### src/drc_pkg.sv
// disturbance recorder capture: shared constants, types and defaults
// assumes a single 100 MHz clock domain
`default_nettype none
package drc_pkg;

  // ==========================================================
  // timing
  localparam int unsigned CLK_HZ        = 100_000_000;
  localparam int unsigned DIG_PERIOD_MS = 5;                          // digital sample period, fixed
  localparam int unsigned STEP_MS       = 10;                         // length step, 0.01 s
  localparam int unsigned DIG_CYC       = CLK_HZ / 1000 * DIG_PERIOD_MS;
  localparam int unsigned STEP_CYC      = CLK_HZ / 1000 * STEP_MS;
  localparam logic [3:0]  PRE_UNIT      = 4'hA;                       // 0.1 s pre step in 0.01 s steps

  // ==========================================================
  // sizes
  localparam int unsigned N_AN_SLOT = 8;                              // selectable analog slots
  localparam int unsigned N_AN_SRC  = 20;                             // analog measurements on offer
  localparam int unsigned N_DIG     = 95;                             // selectable digital signals
  localparam int unsigned AN_W      = 16;
  localparam int unsigned N_TRIG    = 16;
  localparam logic [6:0]  REC_MAX   = 7'h64;                          // recording slots, 100
  localparam logic [2:0]  XFER_MAX  = 3'h6;                           // transfer area depth
  localparam logic [2:0]  AN_PH_MAX = 3'h7;                           // 64 s/c strobe phase wrap

  // ==========================================================
  // setting codes and defaults
  localparam logic        REC_ENABLED   = 1'h0;
  localparam logic        MODE_FIFO     = 1'h0;
  localparam logic        MODE_KEEP     = 1'h1;
  localparam logic [1:0]  RATE_DEF      = 2'h0;                       // 64 samples per cycle
  localparam logic [8:0]  PRE_DEF       = 9'h002;                     // 0.2 s
  localparam logic [17:0] LEN_DEF       = 18'h00064;                  // 1 s in 0.01 s steps
  localparam logic        AUTO_XFER_DEF = 1'h0;

  typedef enum logic [2:0] {
    DRC_ST_READY = 3'h0, DRC_ST_TRIG = 3'h1, DRC_ST_RECSTORE = 3'h2,
    DRC_ST_STORE = 3'h3, DRC_ST_FULL = 3'h4, DRC_ST_BADCFG = 3'h5
  } drc_stat_t;

  typedef enum {S_IDLE, S_TRIG, S_POST, S_COMMIT} drc_state_t;

  typedef struct packed {
    logic                        rec_dis;      // 0 enables the recorder
    logic                        keep_old;     // full-memory policy
    logic [1:0]                  rate;         // analog samples per cycle code
    logic [8:0]                  pre_steps;    // pre-trigger span, 0.1 s units
    logic [17:0]                 len_steps;    // total length, 0.01 s units
    logic                        auto_xfer;
    logic [N_AN_SLOT-1:0]        an_en;
    logic [N_AN_SLOT-1:0][4:0]   an_src;
    logic [N_DIG-1:0]            dig_sel;
    logic [N_TRIG-1:0]           trig_mask;
  } drc_cfg_t;

  typedef struct packed {
    logic                        is_dig;
    logic [15:0]                 addr;
    logic [N_AN_SLOT-1:0][AN_W-1:0] an;
    logic [N_DIG-1:0]            dig;
  } drc_samp_t;

  typedef struct packed {
    drc_stat_t                   stat;
    logic [6:0]                  rec_cnt;
    logic [2:0]                  xfer_cnt;
    logic                        manual_trig;  // reads back 1 for one cycle only
  } drc_status_t;

endpackage : drc_pkg
`default_nettype wire

### src/drc_capture.sv
// drc_capture: disturbance recorder capture engine with recording table and transfer area
// assumes front-end strobes and settings are synchronous to clk; sample memory sits outside
`timescale 1ns/1ps
`default_nettype none
module drc_capture #(
  parameter int unsigned DIG_CYC  = drc_pkg::DIG_CYC,   // 5 ms in clocks
  parameter int unsigned STEP_CYC = drc_pkg::STEP_CYC   // 10 ms in clocks
) (
  input  wire logic                     clk,          // system clock
  input  wire logic                     rst,          // async reset, high
  input  wire drc_pkg::drc_cfg_t        cfg_in,       // new settings
  input  wire logic                     cfg_load,     // pulse: take cfg_in
  input  wire logic                     manual_trig,  // pulse: manual trigger write
  input  wire logic [20:0]              max_len,      // computed max recording length, 0 = none
  input  wire logic [6:0]               max_recs,     // computed recording capacity
  input  wire logic [drc_pkg::N_TRIG-1:0] trig_in,    // trigger sources, level
  input  wire logic                     an_tick,      // front-end 64 s/c strobe
  input  wire logic [drc_pkg::N_AN_SRC-1:0][drc_pkg::AN_W-1:0] an_in, // analog measurements
  input  wire logic [drc_pkg::N_DIG-1:0] dig_in,      // digital signals
  input  wire logic                     get_req,      // pulse: local retrieval request
  input  wire logic [6:0]               get_idx,      // 0 = oldest held locally
  input  wire logic                     xfer_remove,  // pulse: client removed one recording
  output drc_pkg::drc_samp_t            samp,         // sample word for memory
  output logic                          samp_we,      // pulse: write samp
  output drc_pkg::drc_status_t          status,       // recorder state
  output logic [15:0]                   trig_addr,    // sample address at trigger
  output logic                          xfer_push,    // pulse: recording moved to transfer area
  output logic                          rec_drop,     // pulse: oldest slot overwritten
  output logic                          rec_refuse,   // pulse: recording refused
  output logic                          get_ack,      // pulse: retrieval answer
  output logic                          get_ok,       // requested recording held locally
  output logic [6:0]                    get_slot      // physical slot of it
);
  import drc_pkg::*;
  // ==========================================================
  // helpers
  function automatic logic [2:0] rate_mask(input logic [1:0] r);
    rate_mask = 3'((4'h1 << r) - 4'h1);
  endfunction : rate_mask
  function automatic logic [6:0] slot_add(input logic [6:0] a, input logic [6:0] b);
    logic [7:0] s;
    s = {1'b0, a} + {1'b0, b};
    slot_add = (s >= {1'b0, REC_MAX}) ? 7'(s - {1'b0, REC_MAX}) : s[6:0];
  endfunction : slot_add
  // ==========================================================
  // settings, manual trigger
  drc_cfg_t cfg_q, cfg_d;
  logic     man_q, man_d;
  always_comb begin
    cfg_d = cfg_load ? cfg_in : cfg_q;
    man_d = manual_trig;                                          // self-returns next cycle
  end
  always_ff @(posedge clk or posedge rst) begin
    if (rst) begin
      cfg_q           <= '0;
      cfg_q.rec_dis   <= REC_ENABLED;
      cfg_q.keep_old  <= MODE_FIFO;
      cfg_q.rate      <= RATE_DEF;
      cfg_q.pre_steps <= PRE_DEF;
      cfg_q.len_steps <= LEN_DEF;
      cfg_q.auto_xfer <= AUTO_XFER_DEF;
      man_q           <= 1'b0;
    end else begin
      cfg_q <= cfg_d;
      man_q <= man_d;
    end
  end

  // ==========================================================
  // time bases
  logic dig_tick, step_tick;
  drc_tick #(.PERIOD(DIG_CYC)) u_dig_tick (
    .clk  (clk),
    .rst  (rst),
    .tick (dig_tick)
  );
  drc_tick #(.PERIOD(STEP_CYC)) u_step_tick (
    .clk  (clk),
    .rst  (rst),
    .tick (step_tick)
  );

  // ==========================================================
  // continuous sampling into the circular sample area
  logic       run;
  logic [2:0] ph_q, ph_d;
  logic       an_take;
  drc_samp_t  samp_q, samp_d;
  logic       we_q, we_d;
  assign run     = (cfg_q.rec_dis == REC_ENABLED);
  assign an_take = an_tick && ((ph_q & rate_mask(cfg_q.rate)) == 3'h0);
  always_comb begin
    ph_d   = an_tick ? ((ph_q == AN_PH_MAX) ? 3'h0 : ph_q + 3'h1) : ph_q;
    samp_d = samp_q;
    we_d   = 1'b0;
    // digital strobe wins a clash; the analog strobe is rare enough to lose one point
    if (run && dig_tick) begin
      we_d        = 1'b1;
      samp_d.is_dig = 1'b1;
      samp_d.dig  = dig_in & cfg_q.dig_sel;
      samp_d.addr = samp_q.addr + 16'h0001;
    end else if (run && an_take) begin
      we_d          = 1'b1;
      samp_d.is_dig = 1'b0;
      samp_d.addr   = samp_q.addr + 16'h0001;
      for (int i = 0; i < N_AN_SLOT; i++) begin
        samp_d.an[i] = (cfg_q.an_en[i] && cfg_q.an_src[i] < 5'(N_AN_SRC))
                     ? an_in[cfg_q.an_src[i]] : '0;
      end
    end
  end

  always_ff @(posedge clk or posedge rst) begin
    if (rst) begin
      ph_q   <= 3'h0;
      samp_q <= '0;
      we_q   <= 1'b0;
    end else begin
      ph_q   <= ph_d;
      samp_q <= samp_d;
      we_q   <= we_d;
    end
  end

  assign samp    = samp_q;
  assign samp_we = we_q;
  // ==========================================================
  // capture sequence
  drc_state_t  st_q, st_d;
  logic [11:0] pre_lim, pre_q, pre_d;
  logic [18:0] post_len;
  logic [17:0] post_q, post_d;
  logic [15:0] taddr_q, taddr_d;
  logic [N_TRIG-1:0] trg_q;
  logic        trg_rise, cfg_bad, is_full, xfer_room, keep_block;
  logic [6:0]  cnt_q, cnt_d, old_q, old_d;
  logic [2:0]  xc_q, xc_d;
  logic        push_d, drop_d, ref_d, push_q, drop_q, ref_q;
  assign pre_lim    = 12'(cfg_q.pre_steps * PRE_UNIT);
  assign post_len   = {1'b0, cfg_q.len_steps} - {7'h00, pre_lim};
  assign trg_rise   = |(trig_in & ~trg_q & cfg_q.trig_mask);
  assign cfg_bad    = (max_len == 21'h000000) || (cfg_q.trig_mask == '0);
  assign is_full    = (cnt_q >= max_recs);
  assign xfer_room  = cfg_q.auto_xfer && (xc_q < XFER_MAX);
  assign keep_block = (cfg_q.keep_old == MODE_KEEP) && is_full && !xfer_room;
  always_comb begin
    st_d    = st_q;
    pre_d   = pre_q;
    post_d  = post_q;
    taddr_d = taddr_q;
    cnt_d   = cnt_q;
    old_d   = old_q;
    push_d  = 1'b0;
    drop_d  = 1'b0;
    ref_d   = 1'b0;
    // pre window fills in every state but S_COMMIT, which clears it, saturating at the set span
    if (step_tick && pre_q < pre_lim) begin
      pre_d = pre_q + 12'h001;
    end
    if (pre_q > pre_lim) begin
      pre_d = pre_lim;
    end
    unique case (st_q)
      S_IDLE: begin
        if (run && !cfg_bad && (trg_rise || man_q) && !keep_block) begin
          st_d    = S_TRIG;
          taddr_d = samp_q.addr;
        end
      end
      S_TRIG: begin
        st_d   = (post_len[18] || post_len == 19'h00000) ? S_COMMIT : S_POST;
        post_d = post_len[17:0];
      end
      S_POST: begin
        if (step_tick) begin
          post_d = post_q - 18'h00001;
          if (post_q == 18'h00001) begin
            st_d = S_COMMIT;
          end
        end
      end
      S_COMMIT: begin
        st_d  = S_IDLE;
        pre_d = 12'h000;                                          // next pre window starts afresh
        if (xfer_room) begin
          push_d = 1'b1;                                          // not entered locally
        end else if (!is_full) begin
          cnt_d = cnt_q + 7'h01;
        end else if (cfg_q.keep_old == MODE_FIFO) begin
          old_d  = slot_add(old_q, 7'h01);
          drop_d = 1'b1;
        end else begin
          ref_d = 1'b1;                                           // stored ones untouched
        end
      end
    endcase
    // capacity lowered below the held count, but not to 0: shed the newest ones
    if (cnt_d > max_recs && max_recs != 7'h00) begin
      cnt_d = max_recs;
    end
  end
  // transfer area count: client removal and push may coincide
  always_comb begin
    xc_d = xc_q;
    if (push_d) begin
      xc_d = xc_d + 3'h1;
    end
    if (xfer_remove && xc_q != 3'h0) begin
      xc_d = xc_d - 3'h1;
    end
  end

  always_ff @(posedge clk or posedge rst) begin
    if (rst) begin
      st_q    <= S_IDLE;
      pre_q   <= 12'h000;
      post_q  <= 18'h00000;
      taddr_q <= 16'h0000;
      trg_q   <= '0;
      cnt_q   <= 7'h00;
      old_q   <= 7'h00;
      xc_q    <= 3'h0;
      push_q  <= 1'b0;
      drop_q  <= 1'b0;
      ref_q   <= 1'b0;
    end else begin
      st_q    <= st_d;
      pre_q   <= pre_d;
      post_q  <= post_d;
      taddr_q <= taddr_d;
      trg_q   <= trig_in;
      cnt_q   <= cnt_d;
      old_q   <= old_d;
      xc_q    <= xc_d;
      push_q  <= push_d;
      drop_q  <= drop_d;
      ref_q   <= ref_d;
    end
  end

  assign trig_addr  = taddr_q;
  assign xfer_push  = push_q;
  assign rec_drop   = drop_q;
  assign rec_refuse = ref_q;
  // ==========================================================
  // status and local retrieval
  drc_stat_t stat_d;
  logic      ack_q, ok_q, ok_d;
  logic [6:0] slot_q, slot_d;
  always_comb begin
    unique case (st_q)
      S_TRIG:   stat_d = DRC_ST_TRIG;
      S_POST:   stat_d = DRC_ST_RECSTORE;
      S_COMMIT: stat_d = DRC_ST_STORE;
      S_IDLE:   stat_d = cfg_bad ? DRC_ST_BADCFG :
                         (is_full ? DRC_ST_FULL : DRC_ST_READY);
    endcase
    ok_d   = get_idx < cnt_q;                                     // only local recordings
    slot_d = slot_add(old_q, get_idx);
  end

  always_ff @(posedge clk or posedge rst) begin
    if (rst) begin
      ack_q  <= 1'b0;
      ok_q   <= 1'b0;
      slot_q <= 7'h00;
    end else begin
      ack_q  <= get_req;
      ok_q   <= get_req ? ok_d : ok_q;
      slot_q <= get_req ? slot_d : slot_q;
    end
  end

  assign status.stat        = stat_d;
  assign status.rec_cnt     = cnt_q;
  assign status.xfer_cnt    = xc_q;
  assign status.manual_trig = man_q;
  assign get_ack            = ack_q;
  assign get_ok             = ok_q;
  assign get_slot           = slot_q;
  // ==========================================================
  // checks; the digital period check sits in the divider itself
  keep_refuse_a: assert property (@(posedge clk) disable iff (rst)
    (st_q == S_COMMIT && !xfer_room && is_full && cfg_q.keep_old == MODE_KEEP)
      |=> rec_refuse && $stable(old_q))
    else $error("full keep policy did not refuse");
  fifo_drop_a: assert property (@(posedge clk) disable iff (rst)
    (st_q == S_COMMIT && !xfer_room && is_full && cfg_q.keep_old == MODE_FIFO && max_recs == cnt_q)
      |=> rec_drop && old_q != $past(old_q))
    else $error("fifo policy did not drop oldest");
  rate_dec_a: assert property (@(posedge clk) disable iff (rst)
    (an_take && cfg_q.rate == 2'h3) |-> ph_q == 3'h0)
    else $error("8 s/c sample off phase");
  pre_bound_a: assert property (@(posedge clk) disable iff (rst)
    (st_q == S_IDLE && step_tick && pre_q < pre_lim && !cfg_load) |=> pre_q == $past(pre_q) + 12'h001)
    else $error("pre window not filling");
  xfer_cap_a: assert property (@(posedge clk) disable iff (rst)
    xc_q <= XFER_MAX)
    else $error("transfer area above six");
  xfer_local_a: assert property (@(posedge clk) disable iff (rst)
    xfer_push |-> $stable(cnt_q) && $past(cfg_q.auto_xfer))
    else $error("pushed recording also held locally");
  not_ready_a: assert property (@(posedge clk) disable iff (rst)
    (st_q == S_IDLE && max_len == 21'h000000) |-> status.stat == DRC_ST_BADCFG ##1 st_q == S_IDLE)
    else $error("ready with zero max length");
  man_pulse_a: assert property (@(posedge clk) disable iff (rst)
    (manual_trig ##1 !manual_trig) |-> man_q ##1 !man_q)
    else $error("manual trigger did not self-return");
  off_quiet_a: assert property (@(posedge clk) disable iff (rst)
    (cfg_q.rec_dis != REC_ENABLED) |=> !samp_we)
    else $error("disabled recorder sampled");

  trig_run_c: cover property (@(posedge clk) disable iff (rst) st_q == S_TRIG ##1 st_q == S_POST);
  push_c:     cover property (@(posedge clk) disable iff (rst) xfer_push);
  drop_c:     cover property (@(posedge clk) disable iff (rst) rec_drop);
  refuse_c:   cover property (@(posedge clk) disable iff (rst) rec_refuse);

endmodule : drc_capture
`default_nettype wire

### src/drc_tick.sv
// drc_tick: free running divider giving a one-cycle pulse every PERIOD clocks
// assumes PERIOD fits in 24 bits
`timescale 1ns/1ps
`default_nettype none
module drc_tick #(
  parameter int unsigned PERIOD = 16
) (
  input  wire logic clk,   // system clock
  input  wire logic rst,   // async reset, high
  output logic      tick   // one-cycle pulse
);
  logic [23:0] cnt_q, cnt_d;

  always_comb begin
    cnt_d = (cnt_q == 24'(PERIOD - 1)) ? 24'h000000 : cnt_q + 24'h000001;
  end

  always_ff @(posedge clk or posedge rst) begin
    if (rst) begin
      cnt_q <= 24'h000000;
    end else begin
      cnt_q <= cnt_d;
    end
  end

  assign tick = (cnt_q == 24'(PERIOD - 1));

  // ==========================================================
  // checks: gap counter saturates, so the first pulse after reset has no false predecessor
  logic [23:0] gap_q, gap_d;

  always_comb begin
    gap_d = tick ? 24'h000001 : ((gap_q == 24'hFFFFFF) ? gap_q : gap_q + 24'h000001);
  end

  always_ff @(posedge clk or posedge rst) begin
    if (rst) begin
      gap_q <= 24'hFFFFFF;
    end else begin
      gap_q <= gap_d;
    end
  end

  tick_gap_a: assert property (@(posedge clk) disable iff (rst)
    tick |-> gap_q >= 24'(PERIOD))
    else $error("pulse spacing shorter than the set period");
endmodule : drc_tick
`default_nettype wire
### config.mk
export PLATFORM = sky130hd
export DESIGN_NAME = drc_capture
export DESIGN_NICKNAME = d
export VERILOG_FILES = /design/src/drc_pkg.sv /design/src/drc_capture.sv /design/src/drc_tick.sv
export SDC_FILE = /design/constraint.sdc
export NUM_CORES = 2
export LEC_CHECK = 0
export BUFFER_PORTS_ARGS = -buffer_cell sky130_fd_sc_hd__buf_2
export CAP_MARGIN = 20
export CORE_AREA = 4 4 366 368
export CTS_BUF_LIST = sky130_fd_sc_hd__clkbuf_8 sky130_fd_sc_hd__clkbuf_16
export DETAILED_ROUTE_END_ITERATION = 12
export DIE_AREA = 0 0 370 372
export PLACE_DENSITY = 0.51
export SYNTH_ARGS = -nofsm -noshare
export SYNTH_HDL_FRONTEND = slang
export SYNTH_SLANG_ARGS = --single-unit
export TNS_END_PERCENT = 50
### constraint.sdc
create_clock -name clk -period 20 [get_ports clk]
set_input_delay 2 -clock clk [delete_from_list [all_inputs] [get_ports clk]]
set_output_delay 2 -clock clk [all_outputs]
set_load 0.05 [all_outputs]
==> results summary <==
The number of warnings issued by yosys came out at 0. The wire length of the first global-routing pass is 282.4 mm. The total area of sequential cells came out at 14200 um2. The core region is 130800 um2. The worst vdd rail ir drop is 0.07684 mV. After clock tree synthesis, the flow added hold-fix buffers numbering 0. After synthesis, the share of flip-flops with an asynchronous set or reset is 100.0%. The worst setup path is launched from an input port. The number of synthesized register bits came out at 565. The instance area after placement came out at 50820 um2. The ratio of cells with drive above 1 in the final layout came out at 50.12%.

The maximum clock skew at final layout came out at 0.03291 ns. The cell row count came out at 133. The cell type with the largest total area after synthesis is sky130_fd_sc_hd__mux4_2. The final setup TNS is 0 ns. The floorplan step defined a die boundary enclosing 137600 um2. The routed via count divided by cell count is 6.160. The area share of the largest cell type after synthesis came out at 38.89%. The mapped cell area came out at 44470 um2. The first TritonRoute pass finished after 6 iterations. The area growth from synthesis to final layout is 20.17%. In the finished design, the share of the clock period the worst path needs comes to 29.12%. The residual overflow from global routing came out at 0. The number of antenna violations at the first check in global routing came out at 115.

At the pin with the least slew margin, the transition time is 1.213 ns. The number of buffer cells added on primary ports is 946. Ranked by total cell area, the synthesized netlist is headed by sky130_fd_sc_hd__mux4_2 (39%), sky130_fd_sc_hd__dfrtp_1 (32%), sky130_fd_sc_hd__mux2_2 (5.4%). The CTS clock-pin slew for the worst setup and hold paths came out at 0.06 ns.

The CTS sink count came out at 565. STA classifies the critical path endpoint as an output port. The number of instances resized during post-cts repair came out at 0. The setup fix buffers added after clock tree synthesis is 0.

The proportion of synthesized chip area in sequential cells is 31.80%. The count of pins over their slew limit is 0. The worst hold path belongs to the class reg2reg. The most used flip-flop cell after synthesis is sky130_fd_sc_hd__dfrtp_1.

The average footprint of a synthesized cell came out at 12.91 um2. The clock tree from TritonCTS is yes. The clock period could shrink to 5.823 ns.

The clock latency reported for the late side of the worst-skew pair came out at 0.66 ns. The overall track demand over capacity in global routing came out at 28.58%. In this run the static leakage power is 22.38 nW. The count of endpoints failing hold in the final timing report was 0. The area of all placed cells without fillers is 53450 um2. The setup violation total in the final timing report is 0. The final-stage net count came out at 4975. The effective utilization at floorplan came out at 34.00%. For this block, the initial DRC count from the detailed router was 4528. The number of buffers added by the clock tree synthesis step came out at 72. The normalized max-slew margin is 18.25%. The antenna violation net count after detailed routing came out at 0. The count of mapped cells out of synthesis is 3444. The net count after synthesis is 4185.

The multi-input gate area in the final layout came out at 28440 um2. Yosys mapped a number of flops with a built-in enable equal to 0. The largest net degree at the start of global routing came out at 137.

The count of boundary I/O pins came out at 947. The library cell used most frequently in the layout, excluding fill and tap cells, is sky130_fd_sc_hd__buf_2. For this run, the top clock speed supported by timing is 0.1717 GHz. The run finished with clean final reports. The residual DRC count is 0.

The tree is rooted in a sky130_fd_sc_hd__clkbuf_16. The vias after detailed routing came out at 37650. The detailed placement HPWL is 153.7 mm. The final wirelength is 202.6 mm. The via count of the first global-routing pass is 36705. The clock tree buffer depth came out at 3. The number of max-cap violations is 0.

In the layout the commonest cells are sky130_fd_sc_hd__buf_2 (945), sky130_fd_sc_hd__mux4_2 (768), sky130_fd_sc_hd__dfrtp_1 (545). The post-detailed-route wirelength per cell came out at 33.15 um. Along the worst path, the maximum fanout reaches 3.

The signal arrival time at the worst endpoint is 3.82 ns. The final RePlAce weighted congestion is 0.9424. Setup repair after global routing left no endpoint under its margin. The height of the die came out at 372 um. The power per cell area came out at 92.52 nW/um2.

The data required time at the worst endpoint is 18.00 ns. The number of fill cells is 12655. The post-synthesis cell type count came out at 70. The critical path in this run is classified as in2out. The number of levels in the clock H-tree is 3. From left edge to right edge, the die measures 370 um.
cell families (layout without fill, tap and decap cells):
kind of cell / Yosys count / count (layout) / share of synthesized area (%)
buf+inv: 484 / 1334 / 4.352
fa+ha+maj: 77 / 77 / 2.217
simple gates: 775 / 775 / 8.446
other cells: 0 / 63 / 0
xor+xnor: 89 / 89 / 1.753
mux: 990 / 990 / 44.49
compound gates: 464 / 464 / 6.943
flops: 565 / 565 / 31.80
registers in the layout, indices dropped and copies added, names as in the netlist, 16 cells and up:
register,cells
cfg_q,191
post_q,18
samp,240
trg_q,16
trig_addr,16
u_dig_tick.cnt_q,24
u_step_tick.cnt_q,24
per-stage QoR:
stage          hold WS, ns  power [mW]  instances  util [%]  setup slack, ns
2_1_floorplan       0.4375       2.876       3444         -            2.204
3_3_place_gp        0.4458       3.583       5915     38.85            13.87
3_5_place_dp        0.4503       3.599       5915     38.85            13.99
4_1_cts             0.4632       4.970       6049     40.74            14.17
5_1_grt             0.4818       5.176       6085     40.81            14.11
6_report            0.4578       4.945       6112     40.86            14.18
final timing paths:
kind                             from          to  slack [ns]  cells past startpoint
min                          samp[93]    samp[93]        0.46                      2
min reg2reg                  samp[93]    samp[93]        0.46                      2
max reg2reg                  cnt_q[0]    cnt_q[2]       15.56                     15
max                        max_len[7]  status[11]       14.18                      6
min in group asynchronous         rst   cfg_q[40]        1.54                      2
max in group asynchronous         rst  cfg_q[147]       16.12                      4
power breakdown:
part	internal, mW	total, mW	switching, mW
Clock	0.786	1.35	0.563
Sequential	1.30	1.50	0.202
Combinational	0.836	2.10	1.26
layout make-up:
| class | instances | area share (%) |
|---|---|---|
| Antenna cell | 63 | 0.2950 |
| Multi-Input combinational cell | 2395 | 53.21 |
| Timing Repair Buffer | 1015 | 9.870 |
| Sequential cell | 565 | 26.58 |
| Clock buffer | 89 | 3.830 |
| Tap cell | 1755 | 4.109 |
| Inverter | 185 | 1.313 |
| Clock inverter | 45 | 0.7936 |
layer usage:
| metal | track usage (%) | part of all wire [%] |
|---|---|---|
| met1 | 37.21 | 38 |
| met2 | 42.71 | 45 |
| met3 | 12.27 | 13 |
| met4 | 9.782 | 3.6 |
| met5 | 0.4986 | 0.24 |
synth_stat cells (all sizes together) (4+ instances only):
cell,count
a22o,134
a211oi,4
nor3b,4
nand2b,11
xor2,31
nand4,27
nand3,266
a31oi,5
nand3b,18
buf,111
or3,18
a211o,4
nor2,66
or4,4
mux2i,9
a21oi,57
o22ai,8
and4,6
inv,185
xnor2,58
nor3,26
nor2b,12
mux4,768
o211ai,7
and3,22
ha,74
o21ai,185
a21o,17
clkbuf,188
nand2,266
a21boi,4
o21a,11
dfrtp,561
dfstp,4
nor4,17
mux2,213
o41ai,5
worst max-delay path, stage by stage:
cell and delay (ns):
sky130_fd_sc_hd__buf_2 0.10, sky130_fd_sc_hd__or4_1 0.52, sky130_fd_sc_hd__o41ai_1 0.58, sky130_fd_sc_hd__and3_1 0.24, sky130_fd_sc_hd__a211o_1 0.10, sky130_fd_sc_hd__buf_2 0.27
No activity file was read; power rests on OpenSTA's default activity.
